--- src/hdl/ptc_defs.svh ---
//********************************************************************
// Behaviour
// - PWM period equals period value, zero means 1024
// - Duty at or above period gives full duty
// - PWM counting continues while output forced
// - Clear-select bit ignored, period always clears PWM
// - Run rise clears counter and starts pulse
// - External clock pin rising edge sets run bit in pulse mode
// - Compare A match clears run, ends pulse
// - Compare A match raises interrupt in pulse mode
// - Pulse counter clears only on run rise
// - Capture source select, timer 0 comparator option
// - Edge select: rise, fall, both, or none
// - Capture edge latches counter, raises interrupt
// - Capture counter free-runs, period match clears it
// - Period zero lets counter reach maximum
// - Timer 0 extra clear sources by edge
// - Clear field set sends falling-edge captures to B
// - Capture pulses under one clock may drop
// - Timers 1 and 2 capture into A only
// - Capture mode drives no output
// - PWM duty, active level, force and polarity
// - Counter and compare values ten bits wide
//********************************************************************
`ifndef PTC_DEFS_SVH
`define PTC_DEFS_SVH

`define PTC_CNT_W 10
`define PTC_FULL_PERIOD 11'h400
`define PTC_MODE_COMPARE 2'h0
`define PTC_MODE_CAPTURE 2'h1
`define PTC_MODE_PWM 2'h2
`define PTC_MODE_TIMER 2'h3
`define PTC_IO_RISE 2'h0
`define PTC_IO_FALL 2'h1
`define PTC_IO_BOTH 2'h2
`define PTC_IO_NONE 2'h3
`define PTC_IO_FORCE_OFF 2'h0
`define PTC_IO_FORCE_ON 2'h1
`define PTC_IO_SINGLE 2'h3
`define PTC_CLR_NONE 2'h0
`define PTC_CLR_RISE 2'h1
`define PTC_CLR_FALL 2'h2
`define PTC_CLR_BOTH 2'h3
`define PTC_SRC_COMPARATOR 2'h1

`endif

--- src/hdl/ptc_pkg.sv ---
`include "ptc_defs.svh"

package ptc_pkg;

  typedef enum logic [1:0] {
    PTC_COMPARE = `PTC_MODE_COMPARE,
    PTC_CAPTURE = `PTC_MODE_CAPTURE,
    PTC_PWM = `PTC_MODE_PWM,
    PTC_TIMER = `PTC_MODE_TIMER
  } ptc_mode_t;

endpackage

--- src/hdl/ptc_capture_store.sv ---
`timescale 1ns/1ns

module ptc_capture_store #(
  parameter int W = 10
) (
  // Clock and reset
  input wire logic i_clock,
  input wire logic i_resetn,
  // Software writes
  input wire logic i_sw_wr_a,
  input wire logic i_sw_wr_b,
  input wire logic [W-1:0] i_sw_data,
  // Capture writes
  input wire logic i_cap_wr,
  input wire logic i_cap_sel_b,
  input wire logic [W-1:0] i_cap_data,
  // Stored values
  output logic [W-1:0] o_value_a,
  output logic [W-1:0] o_value_b
);

  logic [W-1:0] value_a_ff;
  logic [W-1:0] value_b_ff;
  logic [W-1:0] nxt_value_a;
  logic [W-1:0] nxt_value_b;

  // Capture has priority over a software write in the same cycle
  always_comb begin
    nxt_value_a = value_a_ff;
    nxt_value_b = value_b_ff;
    if (i_sw_wr_a) begin
      nxt_value_a = i_sw_data;
    end
    if (i_sw_wr_b) begin
      nxt_value_b = i_sw_data;
    end
    if (i_cap_wr && !i_cap_sel_b) begin
      nxt_value_a = i_cap_data;
    end else if (i_cap_wr && i_cap_sel_b) begin
      nxt_value_b = i_cap_data;
    end
  end

  always_ff @(posedge i_clock or negedge i_resetn) begin
    if (!i_resetn) begin
      value_a_ff <= '0;
      value_b_ff <= '0;
    end else begin
      value_a_ff <= nxt_value_a;
      value_b_ff <= nxt_value_b;
    end
  end

  assign o_value_a = value_a_ff;
  assign o_value_b = value_b_ff;

endmodule // ptc_capture_store

--- src/hdl/ptc_timer.sv ---
`timescale 1ns/1ns
`include "ptc_defs.svh"

module ptc_timer #(
  parameter bit IS_TIMER0 = 1'b1,
  parameter int CNT_W = `PTC_CNT_W
) (
  // Clock and reset
  input wire logic I_CLOCK,
  input wire logic I_RESETN,
  // Selected timer clock, one-cycle tick
  input wire logic I_TIMER_TICK,
  // Control bits
  input wire ptc_pkg::ptc_mode_t I_MODE_SELECT,
  input wire logic [1:0] I_OUTPUT_CTRL,
  input wire logic I_COUNTER_RUN_WR,
  input wire logic I_COUNTER_RUN_WDATA,
  input wire logic I_COUNTER_CLEAR_SELECT,
  input wire logic I_OUTPUT_INITIAL_LEVEL,
  input wire logic I_OUTPUT_POLARITY,
  input wire logic I_CAPTURE_SOURCE_SELECT,
  input wire logic [1:0] I_INPUT_SOURCE_SELECT,
  input wire logic [1:0] I_CAPTURE_CLEAR,
  // Compare values
  input wire logic [CNT_W-1:0] I_PERIOD_COMPARE_VALUE,
  input wire logic I_COMPARE_A_WR,
  input wire logic I_COMPARE_B_WR,
  input wire logic [CNT_W-1:0] I_COMPARE_WDATA,
  // Capture and trigger inputs
  input wire logic I_EXT_TIMER_CLOCK_PIN,
  input wire logic I_CAPTURE_INPUT_PIN,
  input wire logic I_COMPARATOR_CAPTURE_SIGNAL,
  // Status
  output logic O_COUNTER_RUN,
  output logic [CNT_W-1:0] O_COUNTER_VALUE,
  output logic [CNT_W-1:0] O_COMPARE_A_VALUE,
  output logic [CNT_W-1:0] O_COMPARE_B_VALUE,
  output logic O_CAPTURE_LEVEL_FLAG,
  output logic O_INT_A,
  output logic O_INT_P,
  // Timer output pin
  output logic O_TIMER_OUT,
  output logic O_TIMER_OUT_OE_N
);

  //******************************************************************
  // Functions
  //******************************************************************
  function automatic logic edge_hit(input logic on_rise,
                                    input logic on_fall,
                                    input logic rise,
                                    input logic fall);
    edge_hit = (on_rise && rise) || (on_fall && fall);
  endfunction

  //******************************************************************
  // Input synchronisers
  //******************************************************************
  logic [2:0] sync1_ff;
  logic [2:0] sync2_ff;
  logic [2:0] nxt_sync1;
  logic [2:0] nxt_sync2;

  always_comb begin
    nxt_sync1 = {I_COMPARATOR_CAPTURE_SIGNAL, I_CAPTURE_INPUT_PIN,
                 I_EXT_TIMER_CLOCK_PIN};
    nxt_sync2 = sync1_ff;
  end

  always_ff @(posedge I_CLOCK or negedge I_RESETN) begin
    if (!I_RESETN) begin
      sync1_ff <= 3'h0;
      sync2_ff <= 3'h0;
    end else begin
      sync1_ff <= nxt_sync1;
      sync2_ff <= nxt_sync2;
    end
  end

  //******************************************************************
  // Mode decode and edges
  //******************************************************************
  logic pwm_mode;
  logic sp_mode;
  logic cap_mode;
  logic pin_src;
  logic cap_src;
  logic ext_rise;
  logic cap_rise;
  logic cap_fall;
  logic cap_fire;
  logic cap_to_b;
  logic clr_hit;
  logic run_rise;
  logic [CNT_W-1:0] cnt_inc;
  logic [CNT_W:0] period_eff;
  logic duty_on;
  logic full_duty;
  logic act_lvl;
  logic ext_prev_ff;
  logic cap_prev_ff;
  logic run_ff;
  logic run_d_ff;
  logic [CNT_W-1:0] cnt_ff;
  logic [CNT_W-1:0] compare_a_value;

  assign pwm_mode = I_MODE_SELECT == ptc_pkg::PTC_PWM
                    && I_OUTPUT_CTRL != `PTC_IO_SINGLE;
  assign sp_mode = I_MODE_SELECT == ptc_pkg::PTC_PWM
                   && I_OUTPUT_CTRL == `PTC_IO_SINGLE;
  assign cap_mode = I_MODE_SELECT == ptc_pkg::PTC_CAPTURE;

  // Comparator source exists on timer 0 only
  assign pin_src = (IS_TIMER0
                    && I_INPUT_SOURCE_SELECT == `PTC_SRC_COMPARATOR)
                   ? sync2_ff[2] : sync2_ff[1];
  assign cap_src = I_CAPTURE_SOURCE_SELECT ? sync2_ff[0] : pin_src;

  // Edges on the synchronised level; short pulses may vanish here
  assign ext_rise = sync2_ff[0] && !ext_prev_ff;
  assign cap_rise = cap_src && !cap_prev_ff;
  assign cap_fall = !cap_src && cap_prev_ff;

  assign cap_fire = cap_mode && run_ff
                    && edge_hit(I_OUTPUT_CTRL == `PTC_IO_RISE
                                || I_OUTPUT_CTRL == `PTC_IO_BOTH,
                                I_OUTPUT_CTRL == `PTC_IO_FALL
                                || I_OUTPUT_CTRL == `PTC_IO_BOTH,
                                cap_rise, cap_fall);
  assign clr_hit = IS_TIMER0 && cap_mode && run_ff
                   && edge_hit(I_CAPTURE_CLEAR == `PTC_CLR_RISE
                               || I_CAPTURE_CLEAR == `PTC_CLR_BOTH,
                               I_CAPTURE_CLEAR == `PTC_CLR_FALL
                               || I_CAPTURE_CLEAR == `PTC_CLR_BOTH,
                               cap_rise, cap_fall);
  // Falling captures go to B once a clear source is set
  assign cap_to_b = IS_TIMER0 && I_CAPTURE_CLEAR != `PTC_CLR_NONE
                    && cap_fall;

  assign run_rise = run_ff && !run_d_ff;
  assign cnt_inc = cnt_ff + {{(CNT_W-1){1'b0}}, 1'b1};
  assign period_eff = (I_PERIOD_COMPARE_VALUE == '0) ? `PTC_FULL_PERIOD
                      : {1'b0, I_PERIOD_COMPARE_VALUE};
  assign full_duty = {1'b0, compare_a_value} >= period_eff;
  assign duty_on = full_duty || cnt_ff < compare_a_value;
  assign act_lvl = I_OUTPUT_INITIAL_LEVEL ^ I_OUTPUT_POLARITY;

  //******************************************************************
  // Counter, run bit and events
  //******************************************************************
  logic int_a_ff;
  logic int_p_ff;
  logic out_ff;
  logic oe_n_ff;
  logic flag_ff;
  logic nxt_run;
  logic nxt_int_a;
  logic nxt_int_p;
  logic nxt_out;
  logic nxt_oe_n;
  logic nxt_flag;
  logic [CNT_W-1:0] nxt_cnt;
  logic a_match;
  logic p_match;

  always_comb begin
    nxt_cnt = cnt_ff;
    nxt_run = run_ff;
    a_match = 1'b0;
    p_match = 1'b0;
    if (I_COUNTER_RUN_WR) begin
      nxt_run = I_COUNTER_RUN_WDATA;
    end
    if (run_rise) begin
      nxt_cnt = '0;
    end else if (clr_hit) begin
      nxt_cnt = '0;
    end else if (run_ff && I_TIMER_TICK) begin
      nxt_cnt = cnt_inc;
      if (sp_mode) begin
        a_match = cnt_inc == compare_a_value;
      end else begin
        a_match = cnt_inc == compare_a_value;
        // Period match clears; the clear-select bit is ignored
        if (cnt_inc == I_PERIOD_COMPARE_VALUE) begin
          p_match = 1'b1;
          nxt_cnt = '0;
        end
      end
    end
    if (sp_mode && a_match) begin
      nxt_run = 1'b0;
    end
    if (sp_mode && ext_rise) begin
      nxt_run = 1'b1;
    end
    nxt_int_a = (a_match && !cap_mode) || cap_fire;
    nxt_int_p = p_match;
    nxt_flag = cap_fire ? cap_src : flag_ff;
  end

  // Output pin: PWM logic runs for every output control setting except single pulse
  always_comb begin
    nxt_out = 1'b0;
    nxt_oe_n = 1'b1;
    if (pwm_mode) begin
      nxt_oe_n = 1'b0;
      if (I_OUTPUT_CTRL == `PTC_IO_FORCE_OFF) begin
        nxt_out = !act_lvl;
      end else if (I_OUTPUT_CTRL == `PTC_IO_FORCE_ON) begin
        nxt_out = act_lvl;
      end else begin
        nxt_out = duty_on ? act_lvl : !act_lvl;
      end
    end else if (sp_mode) begin
      nxt_oe_n = 1'b0;
      nxt_out = run_ff ? act_lvl : !act_lvl;
    end
  end

  always_ff @(posedge I_CLOCK or negedge I_RESETN) begin
    if (!I_RESETN) begin
      cnt_ff <= '0;
      run_ff <= 1'b0;
      run_d_ff <= 1'b0;
      ext_prev_ff <= 1'b0;
      cap_prev_ff <= 1'b0;
      int_a_ff <= 1'b0;
      int_p_ff <= 1'b0;
      out_ff <= 1'b0;
      oe_n_ff <= 1'b1;
      flag_ff <= 1'b0;
    end else begin
      cnt_ff <= nxt_cnt;
      run_ff <= nxt_run;
      run_d_ff <= run_ff;
      ext_prev_ff <= sync2_ff[0];
      cap_prev_ff <= cap_src;
      int_a_ff <= nxt_int_a;
      int_p_ff <= nxt_int_p;
      out_ff <= nxt_out;
      oe_n_ff <= nxt_oe_n;
      flag_ff <= nxt_flag;
    end
  end

  //******************************************************************
  // Compare and capture store
  //******************************************************************
  logic [CNT_W-1:0] compare_b_value;

  ptc_capture_store #(
    .W(CNT_W)
  ) u_store (
    .i_clock(I_CLOCK),
    .i_resetn(I_RESETN),
    .i_sw_wr_a(I_COMPARE_A_WR),
    .i_sw_wr_b(I_COMPARE_B_WR && IS_TIMER0),
    .i_sw_data(I_COMPARE_WDATA),
    .i_cap_wr(cap_fire),
    .i_cap_sel_b(cap_to_b),
    .i_cap_data(cnt_ff),
    .o_value_a(compare_a_value),
    .o_value_b(compare_b_value)
  );

  assign O_COUNTER_RUN = run_ff;
  assign O_COUNTER_VALUE = cnt_ff;
  assign O_COMPARE_A_VALUE = compare_a_value;
  assign O_COMPARE_B_VALUE = compare_b_value;
  assign O_CAPTURE_LEVEL_FLAG = flag_ff;
  assign O_INT_A = int_a_ff;
  assign O_INT_P = int_p_ff;
  assign O_TIMER_OUT = out_ff;
  assign O_TIMER_OUT_OE_N = oe_n_ff;
endmodule // ptc_timer

--- config.mk ---
export PLATFORM = sky130hd
export DESIGN_NAME = ptc_timer
export DESIGN_NICKNAME = d
export VERILOG_FILES = /design/src/hdl/ptc_pkg.sv /design/src/hdl/ptc_capture_store.sv /design/src/hdl/ptc_timer.sv
export VERILOG_INCLUDE_DIRS = /design/src /design/src/hdl
export SDC_FILE = /design/constraint.sdc
export NUM_CORES = 1
export LEC_CHECK = 0
export BUFFER_PORTS_ARGS = -buffer_cell sky130_fd_sc_hd__clkbuf_2
export CAP_MARGIN = 5
export CELL_PAD_IN_SITES_DETAIL_PLACEMENT = 1
export CELL_PAD_IN_SITES_GLOBAL_PLACEMENT = 1
export CORE_ASPECT_RATIO = 1.1
export CORE_MARGIN = 8
export CORE_UTILIZATION = 44
export DETAILED_ROUTE_END_ITERATION = 16
export PLACE_DENSITY = 0.84
export SYNTH_ARGS = -nofsm -noshare
export SYNTH_HDL_FRONTEND = slang
export SYNTH_SLANG_ARGS = --single-unit
--- constraint.sdc ---
create_clock -name I_CLOCK -period 3.55 [get_ports I_CLOCK]
set_input_delay 0.1775 -clock I_CLOCK [delete_from_list [all_inputs] [get_ports I_CLOCK]]
set_output_delay 0.1775 -clock I_CLOCK [all_outputs]
set_load 0.1 [all_outputs]
# Word level (Yosys, flattened, before mapping)
# Index checks and enable logic that the tools add are counted.
[totals]
inputBits = 42
regBits = 45
out_inout_bits = 36
wordCells = 103
[op_classes]
reduce_logical = 41
add_sub_neg = 1
n_lt_le_gt_ge = 2
bitwise = 1
mux = 32
eq_ne = 12
[ops]
columns = ["operator", "n"]
rows = [
  ["$mux 10", 10],
  ["$mux 1", 21],
  ["$eq 10x10->1", 2],
  ["$logic_and 1x1->1", 20],
  ["$ge 10x11->1", 1],
  ["$mux 11", 1],
  ["$add 10x1->10 const B", 1],
  ["$eq 2x2->1 const B", 5],
  ["$logic_not 10->1", 1],
  ["$lt 10x10->1", 1],
  ["$eq 2x1->1 const B", 4],
  ["$logic_or 1x1->1", 8],
  ["$logic_not 1->1", 7],
  ["$reduce_bool 3->1", 2],
  ["$reduce_bool 2->1", 2],
  ["$logic_not 2->1", 1],
  ["$ne 2x2->1 const B", 1],
  ["$xor 1x1->1", 1],
]

# Longest topological paths before layout
[logic_depth]
depth_word = 13
mapped_depth = 10
ltp_nobuf = 9

# Cells and area by module
# A second synthesis with hierarchy kept.
[unflattened]
cells_unflattened = 320
hier_area_um2 = 3185.6
[by_module_without_submodules]
columns = ["module", "area_each_um2", "cells_each", "n_inst"]
rows = [
  ["ptc_timer", 2137.0, 242, 1],
  ["ptc_capture_store", 1048.5, 78, 1],
]

# Least setup slack after synthesis
# No wires, ideal clock.
[synth_path]
path_kind = "register to register"
startpoint = "reg cnt_ff[1] (netlist: O_COUNTER_VALUE[1])"
endpoint = "reg cnt_ff[9] (netlist: O_COUNTER_VALUE[9])"
t_required_ns = 3.421
path_slack_ns = 0.522
t_arrival_ns = 2.899
stages_incl_launch_ff = 10
period_less_slack_ns = 3.028
path_cell_list = "dfrtp_1 > ha_1 > and3_2 > nand3_2 > a211o_1 > nor4_4 > a31o_4 > buf_8 > a2bb2oi_2 > o31ai_1"
[synth_between]
elab_chain_cells = 7
[synth_rtl]
columns = ["element", "line_no", "source"]
rows = [
  ["start: declaration", "ptc_timer.sv:104", "logic [CNT_W-1:0] cnt_ff;"],
  ["start signal: assignment", "ptc_timer.sv:234", "cnt_ff <= nxt_cnt;"],
  ["$add 10x1->10 *", "ptc_timer.sv:141", "assign cnt_inc = cnt_ff + {{(CNT_W-1){1'b0}}, 1'b1};"],
  ["$eq 10x10->1", "ptc_timer.sv:185", "if (cnt_inc == I_PERIOD_COMPARE_VALUE) begin"],
  ["$mux 10", "ptc_timer.sv:185", ""],
  ["$mux 10 *", "ptc_timer.sv:180", "if (sp_mode) begin"],
  ["$mux 10 *", "ptc_timer.sv:178", "end else if (run_ff && I_TIMER_TICK) begin"],
  ["$mux 10 *", "ptc_timer.sv:176", "end else if (clr_hit) begin"],
  ["$mux 10 *", "ptc_timer.sv:174", "if (run_rise) begin"],
]
# Mark *: on every way between the ends. The rest lies on a longest branch, timed or not. The select of a mux whose other input is x is not followed.
# A chain may end at the register's enable or synchronous reset.

# Final worst setup path
[layout_path]
startpoint = "reg cnt_ff[0] (netlist: O_COUNTER_VALUE[0])"
endpoint = "reg cnt_ff[7] (netlist: O_COUNTER_VALUE[7])"
# The elaborated chain is that of the path after synthesis.

==> impl_metrics.tcl <==
set metrics [dict create \
    status "finished, final reports clean" \
    hold_viol 0 \
    synth_common_cells "44 x dfrtp_1, 27 x inv_1, 25 x ha_1, 25 x nand2_1, 20 x mux2i_1" \
    yosysWarnings 0 \
    dpl.hpwl_mm 7.850 \
    via_per_inst 5.780 \
    grt_pass1_vias 3166 \
    cp.arrival_ps 2980 \
    synth_area_leader_cell "dfrtp_1" \
    ctsHoldBuffers 4 \
    drc 0 \
    cts-buffers-inserted 5 \
    hp-class "input pin to flop" \
    ys.flop_type "dfrtp_1" \
    grt_pass1_wl_mm 15.95 \
    switching_power_uw 922.4 \
    leakagePower_uw 0.001874 \
    grt_remaining_overflow 0 \
    synth_edf_count 0 \
    die_w_um 98.21 \
    synth.distinct_cells 64 \
    slew_headroom 0.5641 \
    clock_latency_ps 320 \
    p_comb_frac 0.432 \
    avgSynthCellArea_um2 9.292 \
    min_period_over_period 0.7870 \
    grt_start_max_net_pins 32 \
    routed_wl_mm 9.859 \
    fin_cells 509 \
    startpoint "O_COUNTER_VALUE[0]" \
    crit_buf_inv 0 \
    cts_resized 0 \
    ios 78 \
    clk_pin_slew_worst_paths_ps 90 \
    timing.rr.start "O_COUNTER_VALUE[0]" \
    track_usage 0.1902 \
    placedCellCount 497 \
    cts_buffer_depth 2 \
    period_needed_ps 2794 \
    grt_use_met3 0.04183 \
    grt_use_met2 0.3325 \
    cts_setup_buffers 0 \
    syn_inst 352 \
    multi_input_area_um2 1918 \
    core_area_um2 7350 \
    drv_cap 0 \
    irDropWorstVdd_v 0.0002249 \
    yosysSeqAreaShare 0.3447 \
    crit_slowest_cell "dfrtp_1" \
    drtPass1Iterations 4 \
    num_vias 2942 \
    diodes 0 \
    p_per_area_nw_per_um2 502.0 \
    worst_pin_slew_ps 653.8 \
    cts_sinks 45 \
    cp_data_required_time_ps 3730 \
    critPathCaptureType "flop" \
    yosysMostFrequentCell "dfrtp_1" \
    met1_usage 0.2287 \
    max_stage_delay_ps 590 \
    gp_congestion 0.8842 \
    reg2reg_to "O_COUNTER_VALUE[7]" \
    rsz0062_at_grt "false" \
    fill_cells 877 \
    seqCellArea_um2 1127 \
    grt-busiest-layer "met2" \
    critical_path_class "flop to flop" \
    netlist_top_cells_area "dfrtp_1 34%, ha_1 9.6%, mux2i_1 6.1%, inv_1 3.1%, nand2_1 2.9%" \
    cts_tree "yes" \
    finClkSkew_ps 6.840 \
    reg2reg_slack_ps 760 \
    fin_tns_setup_ps 0 \
    antenna_found_initial 0 \
    hp-start "I_MODE_SELECT[0]" \
    die_h_um 106.4 \
    start_util 0.4450 \
    syn_to_final_growth_pct 16.87 \
    power_frac_seq 0.348 \
    p_int_uw 996.5 \
    cts_root_buf "clkbuf_8" \
    io_buffers 76 \
    cts_max_level 2 \
    final-setup-viol-count 0 \
    timing.hold.ws_ps 137.4 \
    path_cells "ha_1 > and3_2 > nand3_2 > a211o_1 > nor4_4 > a31o_4 > a2bb2oi_1 > o31ai_1" \
    ant_nets 0 \
    fmax_mhz 357.9 \
    drive_above_1_share 0.2441 \
    first_iter_violations 136 \
    die_area_um2 10450 \
    ys_ff_latch 45 \
    synth_area_um2 3271 \
    finalNetCount 488 \
    crit_fanout 16 \
    crit_path_start_kind "flop" \
    worst-r2r-cell-count 8 \
    critPathCapture "O_COUNTER_VALUE[7]" \
    cp.depth 8 \
    async_reset_ff_frac 1.000 \
    floorplan.rows 33 \
    synth_nets 419 \
    switching_share 0.4807 \
    drv_slew 0 \
    clock_power_share 0.220 \
    yosysTopAreaCellShare 0.3366 \
    avgRoutedWirePerCell_um 19.37 \
    path_delay_family "compound AO/OA/AOI/OAI gates" \
]
[power by group through the flow]
stage,combinational (uW),clock [uW],sequential (uW)
after global placement,797,0,669
after detailed placement,825,0,678
after CTS,833,426,668
after global routing,876,447,679
final,829,422,668
after floorplan,298,0,1000
[worst min path at each step]
stage                            to  cells past startpoint
2_1_floorplan  O_CAPTURE_LEVEL_FLAG                      0
3_3_place_gp     O_COUNTER_VALUE[3]                      1
3_5_place_dp     O_COUNTER_VALUE[3]                      1
4_1_cts            O_TIMER_OUT_OE_N                      3
5_1_grt            O_TIMER_OUT_OE_N                      3
6_report           O_TIMER_OUT_OE_N                      3
[flip-flops by register name, indices dropped and copies added (netlist names)]
name                  cells
O_CAPTURE_LEVEL_FLAG      1
O_COUNTER_RUN             1
O_COUNTER_VALUE          10
O_INT_A                   1
O_INT_P                   1
O_TIMER_OUT               1
O_TIMER_OUT_OE_N          1
cap_prev_ff               1
ext_prev_ff               1
nxt_sync2                 3
run_d_ff                  1
sync2_ff                  3
u_store.o_value_a        10
u_store.o_value_b        10
[metrics by stage]
step / setup WS [ps] / total power [uW] / utilization / area (um^2)
floorplan: 522.2 / 1300 / - / 3271
global placement: 852.9 / 1465 / 0.4988 / 3666
detailed placement: 789.1 / 1503 / 0.4988 / 3666
CTS: 761.2 / 1927 / 0.5201 / 3822
global route: 602.1 / 2003 / 0.5201 / 3822
finish: 756.2 / 1919 / 0.5201 / 3822
[cells by family (layout without fill, tap and decap cells)]
logic type	Yosys count	after routing	share of synthesized area
adder cells (fa/ha/maj)	26	26	0.09870
multiplexers	23	23	0.07154
AO/OA/AOI/OAI	86	86	0.1863
AND/OR/NAND/NOR	104	104	0.1771
buffers and inverters	49	119	0.07077
flip-flops	45	45	0.3447
XOR/XNOR	19	19	0.05088
[cell usage in the layout (no fill, tap or decap), drive strengths merged, types with 3 or more instances in the layout]
cell type	Yosys	final
nand3	10	10
inv	27	29
o31ai	7	7
o21a	3	3
a2bb2oi	6	6
mux2i	20	20
dfrtp	44	44
a21oi	17	17
nor4	8	8
clkbuf	8	81
nand2b	9	9
and3	6	6
a211o	4	4
o21ai	21	21
nand2	25	25
ha	25	25
nand4	5	5
nor2	18	18
nor2b	3	3
dlygate4sd3	0	4
xnor2	9	9
buf	14	4
a211oi	4	4
xor2	10	10
nor3b	4	4
nor3	7	7
mux2	3	3
[cell type report]
cell class	count	area share
repair buffers	84	0.1178
clock buffers	5	0.01800
well taps	87	0.02848
multi-input cells	258	0.5018
inverters	27	0.02651
flip-flops and latches	45	0.2949
clock inverters	3	0.01244
[per-layer routing]
| metal | share of wire | wire (um) | up-vias |
|---|---|---|---|
| met5 | 0 | 0 | - |
| met4 | 0.018 | 181 | 0 |
| met3 | 0.041 | 405 | 16 |
| met2 | 0.51 | 5004 | 60 |
| met1 | 0.43 | 4268 | 1462 |
| li1 | - | - | 1404 |
[worst reg2reg max path, cell delays in order (launching register included)]
cell and delay, ps:
dfrtp_1 590, ha_1 390, and3_2 280, nand3_2 120, a211o_1 340, nor4_4 330
a31o_4 320, a2bb2oi_1 200, o31ai_1 90
No activity file was read; power rests on OpenSTA's default activity.
